<file path="src/common/pfcrx_pkg.sv">
// Constants for the receive priority flow control block
`default_nettype none
package pfcrx_pkg;
  localparam int NPRI = 8;
  localparam int AW = 6;
  localparam int DW = 32;
  localparam int QW = 16;
  // Register byte offsets
  localparam logic [5:0] OFF_CTRL = 6'h00;
  localparam logic [5:0] OFF_STA_LO = 6'h04;
  localparam logic [5:0] OFF_STA_HI = 6'h08;
  localparam logic [5:0] OFF_STATUS = 6'h0C;
  localparam logic [5:0] OFF_QCFG0 = 6'h10;
  // Control fields
  localparam int CTRL_RX_EN = 0;
  localparam int CTRL_LEN_DIS = 1;
  localparam int CTRL_AUTO_XON = 2;
  localparam int CTRL_SPD_LO = 3;
  localparam logic [31:0] CTRL_RST = 32'h0000_0011;
  localparam logic [1:0] SPD_10M = 2'h0;
  localparam logic [1:0] SPD_100M = 2'h1;
  // Per priority quanta config: quanta high half, refresh low half
  localparam logic [15:0] QUANTA_RST = 16'hFFFF;
  localparam logic [15:0] REFRESH_RST = 16'hFF00;
  localparam logic [47:0] STA_RST = 48'h0000_0000_0000;
  // Frame fields
  localparam logic [47:0] CTRL_MC_DA = 48'h01_00_00_C2_80_01;
  localparam logic [15:0] TYPE_MACCTL = 16'h8808;
  localparam logic [15:0] OPC_PFC = 16'h0101;
  localparam logic [6:0] POS_TYPE = 7'h0C;
  localparam logic [6:0] POS_OPC = 7'h0E;
  localparam logic [6:0] POS_PEV = 7'h10;
  localparam logic [6:0] POS_QNT = 7'h12;
  localparam logic [6:0] POS_DA_END = 7'h06;
  localparam logic [6:0] CTL_FRAME_LEN = 7'h40;
  localparam logic [6:0] CNT_MAX = 7'h7F;
  // Quantum timing: 512 bit times
  localparam int QUANTUM_BITS = 512;
  localparam int CLK_MHZ = 125;
  localparam int GIG_BITS_PER_CLK = 1000 / CLK_MHZ;
  localparam int Q_CYC_1G = QUANTUM_BITS / GIG_BITS_PER_CLK;
  localparam int Q_CYC_100M = Q_CYC_1G * 10;
  localparam int Q_CYC_10M_DEF = Q_CYC_100M * 10;
  localparam int TW = 16;
endpackage
`default_nettype wire

</file>
<file path="src/logic/pfcrx_top.sv">
// Receive priority flow control with transmit refresh and auto XON
//
// Behaviour
// - Control frame is good only with normal checks passed and 64 bytes, unless the length check is disabled.
// - Bad control frame leaves with drop flag on its last beat.
// - Reception off: good control frames pass with drop flag low.
// - Destination must be control multicast or station address.
// - Type field must be the MAC Control type.
// - Opcode must be the priority flow control opcode.
// - Failed decode or reception off: frame ignored, passed unchanged.
// - Good frame: take enable vector and eight quanta values.
// - Enabled non-zero quanta loads counter and raises pause valid.
// - Counters count down to zero and stop.
// - Pause valid stays high while the counter is non-zero.
// - Loaded counter holds until the acknowledge is high.
// - Acknowledge falling later does not halt the countdown.
// - Counter at zero without reload drops pause valid.
// - Enabled zero quanta clears counter and valid at once.
// - Acted-on pause frame is forwarded with drop flag high.
// - Quanta setting resets to 0xFFFF; refresh frame each refresh span.
// - Refresh setting resets to 0xFF00, below the quanta.
// - XOFF release with auto XON sends zero quanta frame.
// - Enable field is 16 bits; only low eight bits used.
// - One quantum is 512 bit times; counters step per quantum.
`timescale 1ns/10ps
`default_nettype none
module pfcrx_top #(
  parameter int Q_CYC_10M = pfcrx_pkg::Q_CYC_10M_DEF
) (
  input  wire logic                          core_clk_in,
  input  wire logic                          rst_in,
  input  wire logic [pfcrx_pkg::AW-1:0]      reg_addr_in,
  input  wire logic [pfcrx_pkg::DW-1:0]      reg_wdata_in,
  input  wire logic                          reg_wr_in,
  input  wire logic                          reg_rd_in,
  output logic      [pfcrx_pkg::DW-1:0]      reg_rdata_out,
  input  wire logic [7:0]                    rx_data_in,
  input  wire logic                          rx_valid_in,
  input  wire logic                          rx_last_in,
  input  wire logic                          rx_good_in,
  output logic      [7:0]                    rx_frame_data_out,
  output logic                               rx_frame_valid_out,
  output logic                               rx_frame_last_out,
  output logic                               rx_frame_drop_flag_out,
  output logic      [pfcrx_pkg::NPRI-1:0]    rx_priority_pause_valid_out,
  input  wire logic [pfcrx_pkg::NPRI-1:0]    rx_priority_pause_ack_in,
  input  wire logic [pfcrx_pkg::NPRI-1:0]    tx_priority_xoff_request_in,
  output logic                               tx_frame_req_out,
  input  wire logic                          tx_frame_ack_in,
  output logic      [pfcrx_pkg::NPRI-1:0]    tx_frame_enables_out,
  output logic      [pfcrx_pkg::NPRI-1:0]    tx_frame_zero_out,
  output logic      [pfcrx_pkg::NPRI*16-1:0] tx_frame_quanta_out
);
  import pfcrx_pkg::*;

  if (Q_CYC_10M < Q_CYC_100M) begin : g_chk
    $error("Q_CYC_10M below the 100M quantum count");
  end

  // Register file
  logic [31:0]          ctrl_r;
  logic [47:0]          sta_r;
  logic [NPRI-1:0][QW-1:0] quanta_r;
  logic [NPRI-1:0][QW-1:0] refresh_r;
  logic [31:0]          rdata_r;
  logic [31:0]          rd_mux;
  logic [NPRI-1:0]      pause_valid_r;
  logic [NPRI-1:0]      held_r;
  logic                 req_r;

  wire rx_en = ctrl_r[CTRL_RX_EN];
  wire len_dis = ctrl_r[CTRL_LEN_DIS];
  wire auto_xon = ctrl_r[CTRL_AUTO_XON];
  wire [1:0] speed = ctrl_r[CTRL_SPD_LO +: 2];
  wire addr_qcfg = reg_addr_in >= OFF_QCFG0 &&
                   reg_addr_in < OFF_QCFG0 + 6'(4 * NPRI);
  wire [2:0] qidx = 3'((reg_addr_in - OFF_QCFG0) >> 2);

  always_comb begin
    rd_mux = '0;
    if (reg_addr_in == OFF_CTRL) begin
      rd_mux = ctrl_r;
    end else if (reg_addr_in == OFF_STA_LO) begin
      rd_mux = sta_r[31:0];
    end else if (reg_addr_in == OFF_STA_HI) begin
      rd_mux = {16'h0000, sta_r[47:32]};
    end else if (reg_addr_in == OFF_STATUS) begin
      rd_mux = {15'h0000, req_r, held_r, pause_valid_r};
    end else if (addr_qcfg) begin
      rd_mux = {quanta_r[qidx], refresh_r[qidx]};
    end
  end

  always_ff @(posedge core_clk_in or posedge rst_in) begin
    if (rst_in) begin
      ctrl_r <= CTRL_RST;
      sta_r <= STA_RST;
      rdata_r <= '0;
      for (int i = 0; i < NPRI; i++) begin
        quanta_r[i] <= QUANTA_RST;
        refresh_r[i] <= REFRESH_RST;
      end
    end else begin
      rdata_r <= reg_rd_in ? rd_mux : '0;
      if (reg_wr_in) begin
        if (reg_addr_in == OFF_CTRL) begin
          ctrl_r <= reg_wdata_in;
        end else if (reg_addr_in == OFF_STA_LO) begin
          sta_r[31:0] <= reg_wdata_in;
        end else if (reg_addr_in == OFF_STA_HI) begin
          sta_r[47:32] <= reg_wdata_in[15:0];
        end else if (addr_qcfg) begin
          quanta_r[qidx] <= reg_wdata_in[31:16];
          refresh_r[qidx] <= reg_wdata_in[15:0];
        end
      end
    end
  end

  // Quantum tick, 512 bit times at the selected speed
  logic [TW-1:0] tick_cnt_r;
  wire [TW-1:0] q_len = speed == SPD_10M ? TW'(Q_CYC_10M) :
                        speed == SPD_100M ? TW'(Q_CYC_100M) :
                        TW'(Q_CYC_1G);
  wire tick = tick_cnt_r >= q_len - 1'b1;

  always_ff @(posedge core_clk_in or posedge rst_in) begin
    if (rst_in) begin
      tick_cnt_r <= '0;
    end else begin
      tick_cnt_r <= tick ? '0 : tick_cnt_r + 1'b1;
    end
  end

  // Receive frame parse
  function automatic logic [7:0] addr_byte(input logic [47:0] a,
                                           input logic [6:0] i);
    addr_byte = a[8 * i[2:0] +: 8];
  endfunction

  logic [6:0]           bcnt_r;
  logic                 da_mc_r;
  logic                 da_st_r;
  logic [15:0]          type_r;
  logic [15:0]          opc_r;
  logic [15:0]          pev_r;
  logic [NPRI-1:0][QW-1:0] rxq_r;
  logic                 hi_r;

  wire beat = rx_valid_in;
  wire in_da = bcnt_r < POS_DA_END;
  wire mc_hit = rx_data_in == addr_byte(CTRL_MC_DA, bcnt_r);
  wire st_hit = rx_data_in == addr_byte(sta_r, bcnt_r);
  wire [6:0] qoff = bcnt_r - POS_QNT;
  wire in_q = bcnt_r >= POS_QNT &&
              bcnt_r < POS_QNT + 7'(2 * NPRI);

  always_ff @(posedge core_clk_in or posedge rst_in) begin
    if (rst_in) begin
      bcnt_r <= '0;
      da_mc_r <= 1'b1;
      da_st_r <= 1'b1;
      type_r <= '0;
      opc_r <= '0;
      pev_r <= '0;
      rxq_r <= '0;
      hi_r <= 1'b0;
    end else if (beat) begin
      bcnt_r <= rx_last_in ? '0 :
                (bcnt_r == CNT_MAX ? bcnt_r : bcnt_r + 1'b1);
      da_mc_r <= rx_last_in | (da_mc_r & (~in_da | mc_hit));
      da_st_r <= rx_last_in | (da_st_r & (~in_da | st_hit));
      if (bcnt_r == POS_TYPE || bcnt_r == POS_TYPE + 1'b1) begin
        type_r <= {type_r[7:0], rx_data_in};
      end
      if (bcnt_r == POS_OPC || bcnt_r == POS_OPC + 1'b1) begin
        opc_r <= {opc_r[7:0], rx_data_in};
      end
      if (bcnt_r == POS_PEV || bcnt_r == POS_PEV + 1'b1) begin
        pev_r <= {pev_r[7:0], rx_data_in};
      end
      if (in_q) begin
        rxq_r[qoff[3:1]] <= {rxq_r[qoff[3:1]][7:0], rx_data_in};
      end
    end
  end

  // Decisions on the last beat
  wire is_ctl = type_r == TYPE_MACCTL;
  wire len_ok = bcnt_r == CTL_FRAME_LEN - 1'b1 || len_dis;
  wire ctl_err = is_ctl & (~rx_good_in | ~len_ok);
  wire ctl_good = is_ctl & rx_good_in & len_ok;
  wire da_ok = da_mc_r | da_st_r;
  wire opc_ok = opc_r == OPC_PFC;
  wire act = beat & rx_last_in & ctl_good & da_ok & opc_ok & rx_en;
  wire [NPRI-1:0] load_en = act ? pev_r[NPRI-1:0] : '0;
  wire drop = ~rx_good_in | ctl_err | (ctl_good & da_ok & opc_ok & rx_en);

  always_ff @(posedge core_clk_in or posedge rst_in) begin
    if (rst_in) begin
      rx_frame_data_out <= '0;
      rx_frame_valid_out <= 1'b0;
      rx_frame_last_out <= 1'b0;
      rx_frame_drop_flag_out <= 1'b0;
    end else begin
      rx_frame_data_out <= rx_data_in;
      rx_frame_valid_out <= beat;
      rx_frame_last_out <= beat & rx_last_in;
      rx_frame_drop_flag_out <= beat & rx_last_in & drop;
    end
  end

  // Per priority pause counters
  logic [NPRI-1:0][QW-1:0] pcnt_r;
  logic [NPRI-1:0]      run_r;

  for (genvar p = 0; p < NPRI; p++) begin : g_rx
    wire nz = pcnt_r[p] != '0;
    wire go = run_r[p] | rx_priority_pause_ack_in[p];
    wire [QW-1:0] dec = pcnt_r[p] - 1'b1;
    wire [QW-1:0] cnt_nxt = load_en[p] ? rxq_r[p] :
                            (nz & go & tick ? dec : pcnt_r[p]);
    always_ff @(posedge core_clk_in or posedge rst_in) begin
      if (rst_in) begin
        pcnt_r[p] <= '0;
        run_r[p] <= 1'b0;
        pause_valid_r[p] <= 1'b0;
      end else begin
        pcnt_r[p] <= cnt_nxt;
        run_r[p] <= ~load_en[p] & nz & go;
        pause_valid_r[p] <= cnt_nxt != '0;
      end
    end
  end

  assign rx_priority_pause_valid_out = pause_valid_r;

  // Transmit request tracking: XOFF, refresh and auto XON
  logic [NPRI-1:0]      xoff_prev_r;
  logic [NPRI-1:0]      pend_r;
  logic [NPRI-1:0]      zero_r;
  logic [NPRI-1:0][QW-1:0] elap_r;
  logic [NPRI-1:0]      en_r;
  logic [NPRI-1:0]      zo_r;

  wire sent = req_r & tx_frame_ack_in;
  wire [NPRI-1:0] xoff = tx_priority_xoff_request_in;
  wire [NPRI-1:0] rise = xoff & ~xoff_prev_r;
  wire [NPRI-1:0] xon = ~xoff & held_r & {NPRI{auto_xon}};
  logic [NPRI-1:0] refr;

  for (genvar p = 0; p < NPRI; p++) begin : g_tx
    assign refr[p] = held_r[p] & elap_r[p] >= refresh_r[p];
    always_ff @(posedge core_clk_in or posedge rst_in) begin
      if (rst_in) begin
        elap_r[p] <= '0;
      end else if (sent | ~held_r[p] | refr[p]) begin
        elap_r[p] <= '0;
      end else if (tick) begin
        elap_r[p] <= elap_r[p] + 1'b1;
      end
    end
  end

  wire [NPRI-1:0] ev = rise | xon | refr;
  wire [NPRI-1:0] pend_nxt = (sent ? '0 : pend_r) | ev;
  wire [NPRI-1:0] zero_nxt = ((sent ? '0 : zero_r) | xon) & ~rise;

  always_ff @(posedge core_clk_in or posedge rst_in) begin
    if (rst_in) begin
      xoff_prev_r <= '0;
      held_r <= '0;
      pend_r <= '0;
      zero_r <= '0;
      req_r <= 1'b0;
      en_r <= '0;
      zo_r <= '0;
    end else begin
      xoff_prev_r <= xoff;
      held_r <= xoff & (xoff_prev_r | held_r);
      pend_r <= pend_nxt;
      zero_r <= zero_nxt;
      req_r <= pend_nxt != '0;
      en_r <= pend_nxt | (held_r & xoff);
      zo_r <= zero_nxt;
    end
  end

  assign tx_frame_req_out = req_r;
  assign tx_frame_enables_out = en_r;
  assign tx_frame_zero_out = zo_r;
  assign tx_frame_quanta_out = quanta_r;
  assign reg_rdata_out = rdata_r;
endmodule
`default_nettype wire

</file>
<file path="config.mk">
export PLATFORM = sky130hd
export DESIGN_NAME = pfcrx_top
export DESIGN_NICKNAME = d
export VERILOG_FILES = /design/src/common/pfcrx_pkg.sv /design/src/logic/pfcrx_top.sv
export SDC_FILE = /design/constraint.sdc
export NUM_CORES = 2
export LEC_CHECK = 0
export BUFFER_PORTS_ARGS = -buffer_cell sky130_fd_sc_hd__buf_2
export CORE_ASPECT_RATIO = 1.1
export CORE_MARGIN = 3
export CORE_UTILIZATION = 35
export DETAILED_ROUTE_END_ITERATION = 7
export PLACE_DENSITY = 0.59
export SYNTH_ARGS = -nofsm -noshare
export SYNTH_HDL_FRONTEND = slang
export SYNTH_SLANG_ARGS = --single-unit
export TNS_END_PERCENT = 1
</file>
<file path="constraint.sdc">
create_clock -name core_clk_in -period 60.7 [get_ports core_clk_in]
set_clock_uncertainty 0.15 [all_clocks]
set_input_delay 6.07 -clock core_clk_in [delete_from_list [all_inputs] [get_ports core_clk_in]]
set_output_delay 6.07 -clock core_clk_in [all_outputs]
set_load 0.01 [all_outputs]
</file>
==> reports/qor_table.md <==
| Group | Quantity | This run |
|:---|:---|:---|
| pwr | Clock Power Share | 32.3% |
| cells and area | Growth of design area from synthesis to finish | 14.2% |
| logic synthesis | Cell count after synthesis | 4068 |
| logic synthesis | Leading area contributor after synthesis | dfrtp_1 |
| logic synthesis | EDFF count, synth | 0 |
| placement | Placer's final routability congestion estimate | 0.860 |
| worst setup path | Critical-path cell with the highest stage delay | buf_4 |
| sta | Number of pins with negative max-slew slack in the final report | 0 |
| worst setup path | Startpoint of the worst register-to-register path | ctrl_r[3] |
| cells and area | Post-route standard cell area excluding fillers | 50200 µm² |
| cells and area | Fillers | 12.1k |
| worst setup path | Category of the worst setup path capture point | asynchronous set/reset pin |
| cts | TritonCTS clock tree | built |
| sta | Setup repair after global routing missed its margin | false |
| route | Via count of the routed design | 32.0k |
| logic synthesis | Synth Area in Compound Gates | 8.48% |
| floorplanning | Initial core utilization | 35.5% |
| logic synthesis | Cell area after synthesis | 44000 µm² |
| pwr | Worst VDD drop | 22.3 µV |
| cts | Hold_buf cts | 0 |
| global route | Overflow after GRT | 0 |
| cts | Number of gates resized after CTS | 0 |
| route | Remaining design rule violation count | 0 |
| worst setup path | Reg2Reg Capture Point | rx_priority_pause_valid_out[7] |
| logic synthesis | Flip-flop cell with the highest count after synthesis | dfrtp_1 |
| pwr | Net Switching | 0.589 mW |
| floorplanning | FP Rows | 135 |
| logic synthesis | Synth Area in XOR/XNOR | 4.82% |
| worst hold path | Path category of the worst min-delay check | flop to flop |
| floorplanning | Area enclosed by the die boundary | 130000 µm² |
| worst setup path | CP peak stage delay | 890 ps |
| worst setup path | Critical path start-end classification | input port to asynchronous set/reset pin |
| logic synthesis | Count of warnings emitted by yosys | 0 |
| run | Number of maximum-capacitance violations | 0 |
| sta | Headroom to the max-slew limit | 20.8% |
| logic synthesis | Leading post-synthesis cells by cell area | dfrtp_1 39%, dfstp_2 12%, mux2_2 8.9% |
| worst setup path | Critical path startpoint | rst_in |
| sta | Timing-limited maximum frequency | 104 MHz |
| logic synthesis | Post-synth top cells | 689 x dfrtp_1, 431 x nor2_1, 377 x nand2_1 |
| route | Total wire length | 133000 µm |
| logic synthesis | Part of the Yosys area used for sequential elements | 50.9% |
| logic synthesis | Area fraction in and, or, nand and nor cells after synthesis | 13.9% |
| cts | CTS clock-pin slew for the worst setup and hold paths | 60 ps |
| floorplanning | Floorplan die height | 378 µm |
| sta | Shortest clock period the worst path allows after layout | 9580 ps |
| cts | H-Tree Level Count | 3 |
| logic synthesis | Most frequent cell after synthesis | dfrtp_1 |
| pwr | Relative contribution of sequential cells to total power | 44.8% |
| logic synthesis | Number of flip-flops and latches in the synthesized netlist | 885 |
| pwr | Logic pwr share | 22.9% |
| run status | Status | finished, final reports clean |
| global route | GRT Util Overall | 20.4% |
| worst setup path | Cells on worst reg2reg path | 13 |
| worst setup path | Cell occurring most often along the worst timing path | buf_4 |
| cells and area | Fraction of layout instances using a drive strength above 1 | 25.9% |
| worst setup path | Critical path, cell by cell | buf_2 -> inv_8 -> buf_4 -> buf_4 -> buf_4 -> buf_4 |
| cts | # clock sinks | 885 |
| worst setup path | Number of stages on the worst setup path | 6 |
| floorplanning | X dimension of the die | 344 µm |
| global route | Via count of the first global-routing pass | 32.3k |
| placement | Area of placed instances | 47000 µm² |
| global route | Antenna violations before repair | 11 |
| logic synthesis | Dominant combinational cell family by area after synthesis | simple AND/OR/NAND/NOR gates |
| worst setup path | Data required time at the worst endpoint | 61250 ps |
| pwr | Power per cell area | 36.7 nW/µm² |
| floorplanning | I/O pins | 266 |
| global route | Wire length of the first global-routing pass | 202000 µm |
| sta | Final Hold Vio Count | 0 |
| worst setup path | Startpoint Class | input port |
| worst setup path | Reg2Reg Setup Slack | 55960 ps |
| sta | Pin slew with the least headroom to its limit | 1190 ps |
| route | Post-DRT Antenna Nets | 0 |
| pwr | Switching share of power | 31.9% |
| cells and area | # nets final | 4513 |
| logic synthesis | Multiplexer area fraction after synthesis | 13.7% |
| sta | Number of setup violations in the final report | 0 |
| sta | Period utilization | 15.8% |
| worst setup path | Kind of cell adding the most delay to the critical path | buffers and inverters |
| logic synthesis | Share of async-settable or async-resettable flops after synthesis | 100% |
| pwr | Internal power | 1.25 mW |
| floorplanning | Core Footprint | 124000 µm² |
| sta | Fin Setup TNS | 0 ps |
| worst setup path | Arrival time at the worst endpoint | 10130 ps |
| cts | Number of clock buffers inserted by TritonCTS | 96 |
| logic synthesis | Synth Area in Adders | 4.81% |
| global route | Largest net degree at the start of global routing | 172 |
| route | Detailed-routing iteration count for the pre-antenna-repair pass | 5 |
| worst setup path | Crit path to | held_r[2] |
| cts | Root buf cell | clkbuf_16 |
| logic synthesis | Number of distinct standard cells referenced by the synthesized netlist | 81 |
| cts | Longest Clk Path Bufs | 3 |
| worst setup path | Worst Path Max Fanout | 102 |
| cts | Clk Latency, worst-skew pair | 720 ps |
| worst setup path | Count of buffer and inverter cells on the critical path | 6 |
| placement | I/O Buffers | 265 |
| route | Average detailed-routed wire length per instance | 22.2 µm |
| pwr | Leakage Power | 22.6 nW |
| logic synthesis | Post-Synthesis Mean Instance Area | 10.8 µm² |
| cts | Setup Buffers After CTS | 0 |
| route | Routed via count divided by cell count | 5.34 |
| logic synthesis | Portion of synthesized cell area occupied by the leading cell type | 39.2% |
| route | Initial DRC Count | 2397 |
| placement | DP HPWL | 94400 µm |
==> through the flow <==
| stage | instances | utilization, % | hold WS [ps] | setup slack (ps) | power (mW) |
|---|---|---|---|---|---|
| detailed placement | 5820 | 37.9 | 310 | 50110 | 1.26 |
| global route | 5989 | 40.5 | 338 | 50410 | 1.93 |
| CTS | 5988 | 40.5 | 329 | 50870 | 1.86 |
| finish | 5992 | 40.5 | 327 | 51120 | 1.84 |
| floorplan | 4070 | - | 287 | 29930 | 1.08 |
| global placement | 5820 | 37.9 | 302 | 50130 | 1.25 |
==> worst reg2reg max path, stage by stage (launching register included) <==
cell and delay, ps:
dfrtp_1 430, or2_2 340, ha_1 300, nand4_1 120
nor4_1 400, a2111o_2 530, buf_4 490, buf_4 560
nand3_2 280, nor4_1 290, xnor2_1 160, a21oi_1 110
nor4_1 330, nand3_1 100
==> cells in the final DEF, fill, tap and decap left out, types with 16 or more instances in the layout <==
master and instances:
o21ai_0 219, dfrtp_1 689, nand2_1 376, mux2i_1 39, a21o_1 38, nor4_1 54
clkbuf_16 96, o22ai_1 24, xnor2_1 118, buf_2 263, nand4_1 73, clkbuf_1 27
mux2_2 348, a21oi_1 221, xor2_1 124, nor3_1 64, and3_1 32, nor2b_1 16
dfstp_2 196, or3_1 28, nor2_1 425, nand2b_1 17, inv_1 172, ha_1 169
mux4_2 76, and2_1 23, nand3_1 85, buf_4 51
==> final cells by class <==
type	count	area, µm²	area share, %
antenna	4	10.0	0.0199
clock buffer	137	2700	5.37
clock inverter	31	478	0.952
inverter	174	661	1.32
multi-input combinational	2802	20200	40.2
sequential	885	22400	44.6
tap	1644	2060	4.10
timing repair buffer	315	1720	3.42
==> per-layer routing <==
layer  vias to the layer above  track usage, %  share of wire, %
li1                      14700               -                 -
met1                     16200            26.8                42
met2                       878            34.2                49
met3                       205            3.34               5.9
met4                         4            6.60               3.1
met5                         -               0             0.016
==> how the worst min path moves through the flow <==
stage	startpoint	end	slack [ps]	cells past startpoint
6_report	xoff_prev_r[0]	held_r[0]	330	1
5_1_grt	xoff_prev_r[2]	held_r[2]	340	1
4_1_cts	xoff_prev_r[2]	held_r[2]	330	1
3_5_place_dp	xoff_prev_r[2]	held_r[2]	310	1
3_3_place_gp	xoff_prev_r[2]	held_r[2]	300	1
2_1_floorplan	pev_r[0]	run_r[0]	290	1
==> state kept, by name (all words and copies together) (netlist names), 16 cells and up <==
name / count
rxq_r: 128
tick_cnt_r: 16
pcnt_r: 128
tx_frame_quanta_out: 128
sta_r: 48
opc_r: 16
ctrl_r: 32
elap_r: 128
refresh_r: 128
reg_rdata_out: 32
type_r: 16
==> cells by family after synthesis <==
logic type      count (synthesis)
xor+xnor                      242
flops                         885
compound gates                630
other cells                     2
fa+ha+maj                     169
mux                           465
simple gates                 1292
buf+inv                       383
==> power by group through the flow <==
stage                     clock [mW]  sequential [mW]  combinational, mW
after floorplan                    0            0.812              0.273
after global placement             0            0.831              0.415
after detailed placement           0            0.834              0.422
after CTS                      0.610            0.824              0.424
after global routing           0.633            0.838              0.463
final                          0.595            0.826              0.422
Note: power is estimated with default switching activity, not from simulation.
